==> config.mk <==
export PLATFORM = sky130hd
export DESIGN_NAME = count_type_homing
export DESIGN_NICKNAME = d
export VERILOG_FILES = /design/src/hw/homing_pkg.sv /design/src/hw/count_type_homing.sv /design/src/hw/dog_qualifier.sv
export VERILOG_INCLUDE_DIRS = /design/src /design/src/hw
export SDC_FILE = /design/constraint.sdc
export NUM_CORES = 1
export LEC_CHECK = 0
export BUFFER_PORTS_ARGS = -buffer_cell sky130_fd_sc_hd__buf_4
export CAP_MARGIN = 20
export CORE_MARGIN = 3
export CORE_UTILIZATION = 45
export DETAILED_ROUTE_END_ITERATION = 12
export MAX_ROUTING_LAYER = met4
export PLACE_DENSITY = 0.72
export SLEW_MARGIN = 20
export SYNTH_ARGS = -nofsm -noshare
export SYNTH_HDL_FRONTEND = slang
export SYNTH_SLANG_ARGS = --single-unit
==> constraint.sdc <==
create_clock -name core_clk -period 4.8 [get_ports core_clk]
set_input_delay 0.48 -clock core_clk [delete_from_list [all_inputs] [get_ports core_clk]]
set_output_delay 0.48 -clock core_clk [all_outputs]
set_load 0.1 [all_outputs]
==> src/hw/homing_cfg.svh <==
// Constants for the count type homing sequencer.
// Assumes a 100 MHz core clock; included by bare name.
`ifndef HOMING_CFG_SVH
`define HOMING_CFG_SVH

`define METHOD_COUNT_TYPE   4'h1
`define DIR_INCREMENT       1'h0
`define DOG_ON_DETECTS      1'h1
`define DOG_MIN_MS          32'h0000_000A
`define CYCLES_PER_MS       32'h0001_86A0
`define POS_STEP            32'h0000_0001
`define TRAVEL_ZERO         32'h0000_0000
`define SPEED_STOP          16'h0000
`define DOG_CNT_ZERO        20'h0_0000
`define DOG_CNT_ONE         20'h0_0001

`endif

==> src/hw/homing_pkg.sv <==
// Types shared by the homing sequencer files.
// Assumes homing_cfg.svh is on the include path.
package homing_pkg;

   // Parameters set by the host before a homing start
   typedef struct packed {
      logic [3:0]  homing_method_param;
      logic        homing_direction_param;
      logic        input_polarity_param;
      logic [15:0] homing_speed_param;
      logic [15:0] creep_speed_param;
      logic [31:0] home_shift_param;
      logic [31:0] home_address_param;
      logic [31:0] post_dog_travel_param;
   } homing_param_type;

   // Point table entry 1 time constants
   typedef struct packed {
      logic [15:0] accel_time;
      logic [15:0] decel_time;
   } accel_decel_type;

   // Mode selection inputs from the remote host
   typedef struct packed {
      logic       auto_manual_select;
      logic [4:0] point_table_select_low;
      logic [2:0] point_table_select_high;
      logic       pos_speed_source_select;
   } mode_select_type;

   // Motion command presented to the servo loop
   typedef struct packed {
      logic        run;
      logic        direction;
      logic [15:0] speed;
      logic [15:0] accel_time;
      logic [15:0] decel_time;
   } motion_cmd_type;

   typedef enum logic [2:0] {
      ST_IDLE,
      ST_FAST,
      ST_TRAVEL,
      ST_WAIT_Z,
      ST_SHIFT
   } homing_state_type;

endpackage

==> src/hw/count_type_homing.sv <==
// Count type homing sequencer of a servo drive.
// Assumes all inputs synchronous to core_clk; move_step pulses once
// per unit of travel in the commanded direction.
//
// What this block does
// - Method value 1 selects count type homing
// - After dog front, travel distance, then Z
// - Dog held 10ms makes any length work
// - Homing speed until dog is detected
// - Creep speed after the dog is detected
// - Nonzero shift offsets home past that Z
// - Completion loads home address into position
// - Use point table 1 accel/decel times
// - Direction 0 increments, 1 decrements address
// - Polarity 0: dog off detects; 1: on
`timescale 1ns/1ps
`include "homing_cfg.svh"

module count_type_homing
#(
   parameter int DOG_MIN_CYCLES = `DOG_MIN_MS * `CYCLES_PER_MS
)
(
   // Clock and reset
   input  wire logic                          core_clk,
   input  wire logic                          rst,
   // Host mode selection and start
   input  wire homing_pkg::mode_select_type   mode_select,
   input  wire logic                          start,
   // Parameters and point table 1
   input  wire homing_pkg::homing_param_type  params,
   input  wire homing_pkg::accel_decel_type   table_one,
   // Machine feedback
   input  wire logic                          dog_in,
   input  wire logic                          z_pulse,
   input  wire logic                          move_step,
   // Command and status
   output homing_pkg::motion_cmd_type         motion_cmd_ff,
   output logic [31:0]                        current_position_ff,
   output logic                               homing_complete_flag_ff,
   output logic                               homing_busy_ff,
   output logic                               homing_error_ff
);
   import homing_pkg::*;

   // ******************************************
   // Helpers
   // ******************************************
   function automatic logic reached(input logic [31:0] cnt,
                                    input logic [31:0] target);
      reached = (cnt >= target);
   endfunction

   logic dog_front;
   logic dog_short;

   dog_qualifier
   #(
      .DOG_MIN_CYCLES (DOG_MIN_CYCLES)
   )
   u_dog
   (
      .core_clk             (core_clk),
      .rst                  (rst),
      .dog_in               (dog_in),
      .input_polarity_param (params.input_polarity_param),
      .dog_front_ff         (dog_front),
      .dog_short_ff         (dog_short)
   );

   // ******************************************
   // Sequencer
   // ******************************************
   homing_state_type state_ff;
   homing_state_type nxt_state;
   logic [31:0]      dist_ff;
   logic [31:0]      nxt_dist;
   motion_cmd_type   nxt_motion_cmd;
   logic [31:0]      nxt_current_position;
   logic             nxt_homing_complete_flag;
   logic             nxt_homing_busy;
   logic             nxt_homing_error;
   logic             manual_home_sel;
   logic             go;

   always_comb
   begin
      manual_home_sel = mode_select.auto_manual_select
                      & ~|mode_select.point_table_select_low
                      & ~|mode_select.point_table_select_high;
      go = start & manual_home_sel
         & (params.homing_method_param == `METHOD_COUNT_TYPE);
      nxt_state                = state_ff;
      nxt_dist                 = dist_ff;
      nxt_motion_cmd           = motion_cmd_ff;
      nxt_current_position     = current_position_ff;
      nxt_homing_complete_flag = homing_complete_flag_ff;
      nxt_homing_busy          = homing_busy_ff;
      nxt_homing_error         = homing_error_ff;
      if (move_step)
      begin
         if (motion_cmd_ff.direction == `DIR_INCREMENT)
            nxt_current_position = current_position_ff + `POS_STEP;
         else
            nxt_current_position = current_position_ff - `POS_STEP;
      end
      unique case (state_ff)
         ST_IDLE:
         begin
            if (go)
            begin
               nxt_state                = ST_FAST;
               nxt_homing_complete_flag = 1'b0;
               nxt_homing_busy          = 1'b1;
               nxt_homing_error         = 1'b0;
               nxt_motion_cmd.run       = 1'b1;
               nxt_motion_cmd.direction = params.homing_direction_param;
               nxt_motion_cmd.speed     = params.homing_speed_param;
               nxt_motion_cmd.accel_time = table_one.accel_time;
               nxt_motion_cmd.decel_time = table_one.decel_time;
            end
         end
         ST_FAST:
         begin
            if (dog_front)
            begin
               nxt_state            = ST_TRAVEL;
               nxt_dist             = `TRAVEL_ZERO;
               nxt_motion_cmd.speed = params.creep_speed_param;
            end
         end
         ST_TRAVEL:
         begin
            if (reached(dist_ff, params.post_dog_travel_param))
               nxt_state = ST_WAIT_Z;
            else if (move_step)
               nxt_dist = dist_ff + `POS_STEP;
         end
         ST_WAIT_Z:
         begin
            if (z_pulse)
            begin
               nxt_dist = `TRAVEL_ZERO;
               if (params.home_shift_param == `TRAVEL_ZERO)
                  nxt_state = ST_IDLE;
               else
                  nxt_state = ST_SHIFT;
            end
         end
         ST_SHIFT:
         begin
            if (reached(dist_ff, params.home_shift_param))
               nxt_state = ST_IDLE;
            else if (move_step)
               nxt_dist = dist_ff + `POS_STEP;
         end
      endcase
      // Home reached: stop, load address, raise the flag
      if ((state_ff == ST_WAIT_Z && z_pulse &&
           params.home_shift_param == `TRAVEL_ZERO) ||
          (state_ff == ST_SHIFT &&
           reached(dist_ff, params.home_shift_param)))
      begin
         nxt_motion_cmd.run       = 1'b0;
         nxt_motion_cmd.speed     = `SPEED_STOP;
         nxt_current_position     = params.home_address_param;
         nxt_homing_complete_flag = 1'b1;
         nxt_homing_busy          = 1'b0;
      end
      // A dog shorter than the minimum cannot be trusted
      if (dog_short && state_ff != ST_IDLE && state_ff != ST_FAST)
      begin
         nxt_state            = ST_IDLE;
         nxt_motion_cmd.run   = 1'b0;
         nxt_motion_cmd.speed = `SPEED_STOP;
         nxt_homing_busy      = 1'b0;
         nxt_homing_error     = 1'b1;
      end
   end

   always_ff @(posedge core_clk or posedge rst)
   begin
      if (rst)
      begin
         state_ff                <= ST_IDLE;
         dist_ff                 <= `TRAVEL_ZERO;
         motion_cmd_ff           <= '0;
         current_position_ff     <= `TRAVEL_ZERO;
         homing_complete_flag_ff <= 1'b0;
         homing_busy_ff          <= 1'b0;
         homing_error_ff         <= 1'b0;
      end
      else
      begin
         state_ff                <= nxt_state;
         dist_ff                 <= nxt_dist;
         motion_cmd_ff           <= nxt_motion_cmd;
         current_position_ff     <= nxt_current_position;
         homing_complete_flag_ff <= nxt_homing_complete_flag;
         homing_busy_ff          <= nxt_homing_busy;
         homing_error_ff         <= nxt_homing_error;
      end
   end

   // ******************************************
   // Checks
   // ******************************************
   a_method_gate: assert property (@(posedge core_clk) disable iff (rst)
      (state_ff == ST_IDLE && start &&
       params.homing_method_param != `METHOD_COUNT_TYPE)
      |=> state_ff == ST_IDLE)
      else $error("homing started with another method selected");

   a_manual_gate: assert property (@(posedge core_clk) disable iff (rst)
      (state_ff == ST_IDLE && $rose(homing_busy_ff) == 1'b0 &&
       !manual_home_sel) |=> !$rose(homing_busy_ff))
      else $error("homing started outside manual home mode");

   a_fast_speed: assert property (@(posedge core_clk) disable iff (rst)
      (state_ff == ST_FAST) |->
      motion_cmd_ff.speed == params.homing_speed_param)
      else $error("speed before dog is not the homing speed");

   a_creep_speed: assert property (@(posedge core_clk) disable iff (rst)
      (state_ff == ST_FAST && dog_front) |=>
      motion_cmd_ff.speed == params.creep_speed_param)
      else $error("speed after dog is not the creep speed");

   a_travel_first: assert property (@(posedge core_clk) disable iff (rst)
      (state_ff == ST_TRAVEL &&
       !reached(dist_ff, params.post_dog_travel_param))
      |=> state_ff != ST_WAIT_Z || $past(reached(dist_ff,
          params.post_dog_travel_param)))
      else $error("Z search began before travel distance");

   a_home_load: assert property (@(posedge core_clk) disable iff (rst)
      $rose(homing_complete_flag_ff) |->
      current_position_ff == params.home_address_param)
      else $error("home address not loaded at completion");

   a_busy_flag: assert property (@(posedge core_clk) disable iff (rst)
      homing_busy_ff |-> !homing_complete_flag_ff)
      else $error("complete flag high while homing");

   a_table_one: assert property (@(posedge core_clk) disable iff (rst)
      $rose(homing_busy_ff) |->
      motion_cmd_ff.accel_time == $past(table_one.accel_time) &&
      motion_cmd_ff.decel_time == $past(table_one.decel_time))
      else $error("homing not using point table 1 times");

   a_direction: assert property (@(posedge core_clk) disable iff (rst)
      $rose(homing_busy_ff) |->
      motion_cmd_ff.direction == $past(params.homing_direction_param))
      else $error("homing started in the wrong direction");

   a_shift_stop: assert property (@(posedge core_clk) disable iff (rst)
      (state_ff == ST_WAIT_Z && z_pulse &&
       params.home_shift_param != `TRAVEL_ZERO && !dog_short)
      |=> state_ff == ST_SHIFT && motion_cmd_ff.run)
      else $error("home shift distance not applied");

endmodule

==> src/hw/dog_qualifier.sv <==
// Proximity dog front edge detector with minimum length check.
// Assumes dog_in is synchronous to core_clk.
`timescale 1ns/1ps
`include "homing_cfg.svh"

module dog_qualifier
#(
   parameter int DOG_MIN_CYCLES = `DOG_MIN_MS * `CYCLES_PER_MS
)
(
   // Clock and reset
   input  wire logic core_clk,
   input  wire logic rst,
   // Dog input and polarity
   input  wire logic dog_in,
   input  wire logic input_polarity_param,
   // Qualified events
   output logic      dog_front_ff,
   output logic      dog_short_ff
);

   logic        det;
   logic        det_prev_ff;
   logic        nxt_det_prev;
   logic [19:0] hold_cnt_ff;
   logic [19:0] nxt_hold_cnt;
   logic        nxt_dog_front;
   logic        nxt_dog_short;
   logic        counting_ff;
   logic        nxt_counting;

   always_comb
   begin
      // Polarity 1: ON means dog; polarity 0: OFF means dog
      det = (input_polarity_param == `DOG_ON_DETECTS) ? dog_in : ~dog_in;
      nxt_det_prev  = det;
      nxt_dog_front = det & ~det_prev_ff;
      nxt_dog_short = 1'b0;
      nxt_hold_cnt  = hold_cnt_ff;
      nxt_counting  = counting_ff;
      if (det & ~det_prev_ff)
      begin
         nxt_hold_cnt = `DOG_CNT_ONE;
         nxt_counting = 1'b1;
      end
      else if (counting_ff)
      begin
         if (!det)
         begin
            // Dog left before the minimum length
            nxt_dog_short = 1'b1;
            nxt_counting  = 1'b0;
         end
         else if (hold_cnt_ff >= 20'(DOG_MIN_CYCLES - 1))
            nxt_counting = 1'b0;
         else
            nxt_hold_cnt = hold_cnt_ff + `DOG_CNT_ONE;
      end
   end

   always_ff @(posedge core_clk or posedge rst)
   begin
      if (rst)
      begin
         // Seen as detected, so a dog present at reset is no front
         det_prev_ff  <= 1'b1;
         hold_cnt_ff  <= `DOG_CNT_ZERO;
         counting_ff  <= 1'b0;
         dog_front_ff <= 1'b0;
         dog_short_ff <= 1'b0;
      end
      else
      begin
         det_prev_ff  <= nxt_det_prev;
         hold_cnt_ff  <= nxt_hold_cnt;
         counting_ff  <= nxt_counting;
         dog_front_ff <= nxt_dog_front;
         dog_short_ff <= nxt_dog_short;
      end
   end

   a_front_single: assert property (@(posedge core_clk) disable iff (rst)
      dog_front_ff |=> !dog_front_ff)
      else $error("dog front pulse lasted more than one cycle");

endmodule

* After elaboration in Yosys (flattened, before gate mapping)
Cells that the tools add are included.
** Storage, ports and cells
- Flip-flop bits (word level) :: 144
- Bits of input ports :: 182
** Cells by class
- Add/subtract/negate cells :: 4
- $lt $le $gt $ge :: 3
- Equal/unequal tests :: 18
- Mux-type cells :: 45
- Bitwise operators :: 7
- Reductions and logical operators :: 32
** Operator list (count)
- 32-bit two-way mux :: 8
- 32-bit one-hot mux with 4 select lines :: 1
- 20-bit two-way mux :: 4
- 32-bit by 1-bit adder with 32-bit output, second input constant :: 2
- 32-bit greater-or-equal comparator :: 2
- 50-bit two-way mux :: 1
- 16-bit two-way mux :: 3
- 32-bit zero test :: 1
- 16-bit one-hot mux with 2 select lines :: 1
- 32-bit by 1-bit subtractor with 32-bit output, second input constant :: 1
- 3-bit two-way mux :: 7
- 20-bit by 1-bit adder with 20-bit output, second input constant :: 1
- 20-bit greater-or-equal comparator, second input constant :: 1
- 1-bit two-way mux :: 18
- 3-bit one-hot mux with 5 select lines :: 1
- 2-bit nonzero test :: 7
- 5-bit AND reduction :: 2
- 3-bit by 2-bit != test with 1-bit output, second input constant :: 3
- 3-bit nonzero test :: 3
- 2-bit AND reduction :: 4
- 4-bit nonzero test :: 2
- 3-bit by 2-bit == test with 1-bit output, second input constant :: 2
- 2-bit != test, second input constant :: 3
- 3-bit != test, second input constant :: 2
- other kinds (17) :: 29

* Logic depth before layout (Yosys ltp)
- Word-level depth :: 10
- Depth in mapped cells :: 13

* Modules after synthesis
From an unflattened synthesis, not the netlist that was laid out.
** Second synthesis, totals
- Cells, all modules :: 1119
- Area total of the unflattened synthesis :: 9950.8 um2
** Modules (own cells, without submodules)
- count_type_homing :: times used 1, cells each 984, area an instance 8713.4 um2, sequential area each 3002.9 um2
- dog_qualifier :: times used 1, cells each 135, area an instance 1237.4 um2, sequential area each 601.8 um2

* Worst setup path after synthesis
Ideal clock, no wire load.
- Kind :: reg-to-reg
- From :: register motion_cmd_ff[48] (netlist bit)
- To :: register current_position_ff[28]
- Arrival time :: 4.089 ns
- Slack :: 0.587 ns
- Stages on the path, launching flop included :: 12
- Buffers on the path :: 0
- Clock period less this slack :: 4.213 ns
- Cells stage by stage :: dfrtp_1 inv_1 fa_1 nor2b_1 o2111a_1 o21ai_0 a31oi_1 a41o_1 a2111oi_0 or3b_2 a311oi_1 nor2_1
** Between the ends
- Longest elaborated chain between the ends :: 3
** Ends and longest elaborated chain
- start: declaration :: RTL line count_type_homing.sv:38 : output homing_pkg::motion_cmd_type motion_cmd_ff,
- start signal: assignment :: RTL line count_type_homing.sv:197 : motion_cmd_ff <= nxt_motion_cmd;
- 32-bit two-way mux :: RTL line count_type_homing.sv:102 : if (motion_cmd_ff.direction == `DIR_INCREMENT)
- 32-bit two-way mux :: RTL line count_type_homing.sv:100 : if (move_step)
- 32-bit two-way mux :: RTL line count_type_homing.sv:159 : if ((state_ff == ST_WAIT_Z && z_pulse &&
- end signal: assignment :: RTL line count_type_homing.sv:188 : current_position_ff <= `TRAVEL_ZERO;
- end signal: assignment :: RTL line count_type_homing.sv:198 : current_position_ff <= nxt_current_position;
- end: declaration :: RTL line count_type_homing.sv:39 : output logic [31:0] current_position_ff,
No other way between the ends. The select of a mux whose other input is x is not followed.
A chain may end at the register's enable or synchronous reset.

* Worst setup path after layout
- From :: register dist_ff[21]
- To :: register dist_ff[10]
** Between the ends
- Longest elaborated chain between the ends :: 3
- Elaborated cells between the ends (all ways) :: 5
** Ends and longest elaborated chain
- start: declaration :: RTL line count_type_homing.sv:76 : logic [31:0] dist_ff;
- start signal: assignment :: RTL line count_type_homing.sv:186 : dist_ff <= `TRAVEL_ZERO;
- start signal: assignment :: RTL line count_type_homing.sv:196 : dist_ff <= nxt_dist;
- 32-bit greater-or-equal comparator :: RTL line count_type_homing.sv:51 : reached = (cnt >= target);
- 2-bit != test (no source line)
- 5-bit AND reduction (no source line) (*)
Mark *: on every way between the ends. The rest lies on a longest branch, timed or not.

==> flow_metrics.tcl <==
set metrics [dict create \
    status "finished, final reports clean" \
    cts_max_path_buffers 2 \
    synth_seq_cells 144 \
    synth_edf_count 0 \
    cts_sinks 144 \
    io_buffers 265 \
    syn_area_per_cell_um2 9.02 \
    crit_top_cell "a21oi_1" \
    grt_pass1_vias 8884 \
    drt_iter0_markers 457 \
    crit_chain "ha_1, a21oi_1, o21ai_1, a2111o_1, a211oi_1, or3_1, a31oi_4, or2_1, or4_1, a21oi_1" \
    cts_hold_buf 0 \
    drive_gt1_share_pct 26.4 \
    fin_util_pct 60.0 \
    dp_hpwl_mm 19.4 \
    syn_area_um2 9870 \
    fin_skew_ps 10.2 \
    cts_resized 0 \
    ys_async_sr_fraction_pct 100 \
    grt_max_degree 113 \
    cts_tree "yes" \
    synth.distinct_cells 69 \
    grt_first_pass_wirelength_mm 42.7 \
    clk_latency_ps 430 \
    hold_viol 0 \
    rows 53 \
    fill_cells 1900 \
    antenna_found_initial 0 \
    regArea_um2 3600 \
    layout_min_cycle_time_ps 3650 \
    synth_cells 1095 \
    htree_levels 4 \
    relSlewSlack_pct 44.8 \
    finalSetupTns_ps 0 \
    remaining_drc_errors 0 \
    slowest_stage "or4_1" \
    cts_root_buf "clkbuf_16" \
    grt_usage_pct 22.2 \
    cp-end-kind "register" \
    ir_drop_mv 0.215 \
    synth_warnings 0 \
    slew_viol_final 0 \
    cp_data_required_time_ps 5150 \
    p_leak_nw 6.92 \
    initial_utilization_pct 46.4 \
    cp-start-kind "register" \
    multi_input_comb_area_um2 5810 \
    postRouteWirelength_mm 25.9 \
    drv_cap 0 \
    clk_pin_slew_worst_paths_ps 70 \
    diodes 0 \
    critical_path.top_delay_family "compound AO/OA/AOI/OAI gates" \
    syn_nets 1374 \
    avgRoutedWirePerCell_um 15.8 \
    io_pins 267 \
    synthFlopType "dfrtp_1" \
    setup_viol 0 \
    grt_setup_unrepaired "false" \
    drtAntennaViolNets 0 \
    gp_congestion 0.896 \
    p_per_area_nw_per_um2 372 \
    die_w_um 154 \
    drt-pass1-iter-count 5 \
    cts_setup_buffers 0 \
    core_um2 21300 \
    synth-seq-area-share_pct 36.5 \
    tightest_slew_ps 824 \
    numCtsBuffers 17 \
    syn2layout_area_growth_pct 29.4 \
    hold_class "input pin to asynchronous set/reset pin" \
    arrival_ps 4000 \
    fin_crit_sh_pct 76.1 \
    vias 8890 \
    die_y_um 154 \
    cpPeakStageDelay_ps 590 \
    path_class "register to register" \
    cp_max_fo 20 \
    fp.dieArea_um2 23800 \
    nets 1632 \
    gr-total-overflow 0 \
    fmax_mhz 274 \
    crit_buf_inv 0 \
    via_per_inst 5.42 \
]
## worst register-to-register path, cell delays in order, from the launching register on
cell and delay [ps]:
dfrtp_1 470, ha_1 340, a21oi_1 150, o21ai_1 130, a2111o_1 400, a211oi_1 380, or3_1 220, a31oi_4 210
or2_1 530, or4_1 590, a21oi_1 150
## routing by layer
metal | wire length (um) | share of wire [%] | up-vias | global-route usage (%)
li1 | - | - | 4440 | -
met1 | 11900 | 46 | 4195 | 29.7
met2 | 12200 | 47 | 221 | 34.7
met5 | 0 | 0 | - | -
met4 | 432 | 1.7 | 0 | 5.85
met3 | 1360 | 5.3 | 34 | 4.64
## power by group
part | total, W | leakage, nW | internal, W | switching, W
Clock | 0.00142 | 0.308 | 0.000799 | 0.000617
Sequential | 0.00154 | 1.93 | 0.00136 | 0.000182
Combinational | 0.00180 | 4.68 | 0.000587 | 0.00121
Total | 0.00476 | 6.92 | 0.00275 | 0.00201
## cell type report
class                   count  share of cell area, %
repair buffers            274                   16.2
inverters                  87                   2.61
multi-input cells         829                   45.5
well taps                 275                   2.69
clock buffers              17                   3.33
clock inverters            15                   1.49
flip-flops and latches    144                   28.2
## cells by family after synthesis
kind of cell               synth area share, %
AOI/OAI and AO/OA                         17.9
muxes                                     6.22
adders and majority gates                 12.4
buffers and inverters                     4.73
xor gates and xnor gates                  4.88
DFF                                       36.5
and+or+nand+nor                           17.4
## synth_stat cells (3+ instances only)
master / count / share of area (%)
and4_1: 6 / 0.53
o21bai_1: 3 / 0.23
dfrtp_1: 143 / 36
a31oi_1: 9 / 0.57
nand2b_1: 7 / 0.44
nand2_1: 88 / 3.3
mux2_2: 35 / 4.0
inv_1: 87 / 3.3
nor4_1: 12 / 0.76
buf_1: 4 / 0.15
and3_1: 16 / 1.0
a311oi_1: 3 / 0.27
nor4b_1: 4 / 0.35
o211ai_1: 5 / 0.38
ha_1: 96 / 12
o21ai_0: 47 / 2.4
o21a_1: 3 / 0.23
clkbuf_1: 29 / 1.1
a21oi_1: 97 / 4.9
nor3_1: 17 / 0.86
o21ai_1: 5 / 0.25
a22o_1: 16 / 1.4
o31ai_1: 5 / 0.38
nor2_1: 93 / 3.5
or4_1: 5 / 0.38
nand3_1: 29 / 1.5
xnor2_1: 37 / 3.3
a221oi_1: 3 / 0.27
a21o_1: 40 / 3.0
and2_1: 12 / 0.76
nor3b_1: 3 / 0.23
mux2i_1: 22 / 2.2
nor2b_1: 10 / 0.63
nand4_1: 21 / 1.3
or2_2: 7 / 0.44
xor2_1: 18 / 1.6
a211oi_1: 10 / 0.76
or3_1: 9 / 0.57
## placed cells by master, fill, tap and decap left out, types with 9 or more instances in the layout
cell type	Yosys	final
o21ai_0	47	47
or3_1	9	9
xnor2_1	37	37
xor2_1	18	18
a21o_1	40	40
buf_4	0	273
nand4_1	21	21
nand2_1	88	88
dfrtp_1	143	143
inv_1	87	86
inv_8	0	9
nor2_1	93	93
nor4_1	12	12
nor3_1	17	17
and3_1	16	16
a21oi_1	97	97
a31oi_1	9	9
nor2b_1	10	10
ha_1	96	96
and2_1	12	11
nand3_1	29	29
a22o_1	16	16
mux2i_1	22	22
a211oi_1	10	10
clkbuf_16	0	17
mux2_2	35	35
## sequential cells by signal, summed over array words and instances (netlist names)
signal and count:
motion_cmd_ff 50, current_position_ff 32, dist_ff 32, u_dog.hold_cnt_ff 20, state_ff 3, homing_busy_ff 1, homing_complete_flag_ff 1, homing_error_ff 1
u_dog.counting_ff 1, u_dog.det_prev_ff 1, u_dog.dog_front_ff 1, u_dog.dog_short_ff 1
## final timing paths
| path | start | slack [ps] | cells after the start | end |
|---|---|---|---|---|
| worst max register to register | dist_ff[21] | 1150 | 10 | dist_ff[10] |
| worst min-delay path | rst | 150 | 2 | motion_cmd_ff[2] |
| min in group core_clk | table_one[1] | 280 | 2 | motion_cmd_ff[1] |
| worst min register to register | u_dog.dog_short_ff | 480 | 1 | state_ff[2] |
| max in group asynchronous | rst | 3650 | 3 | current_position_ff[26] |
| worst max-delay path | dist_ff[21] | 1150 | 10 | dist_ff[10] |
## through the flow
step	instance area, um2	cells	hold slack, ps	total power, W	setup WS, ps
6_report	12800	1641	154	0.00476	1150
5_1_grt	12800	1641	232	0.00501	878
4_1_cts	12800	1641	257	0.00480	1140
3_5_place_dp	12200	1609	465	0.00336	1000
3_3_place_gp	12200	1609	462	0.00331	1060
2_1_floorplan	9870	1095	430	0.00287	455
(Power assumes the default switching activity.)
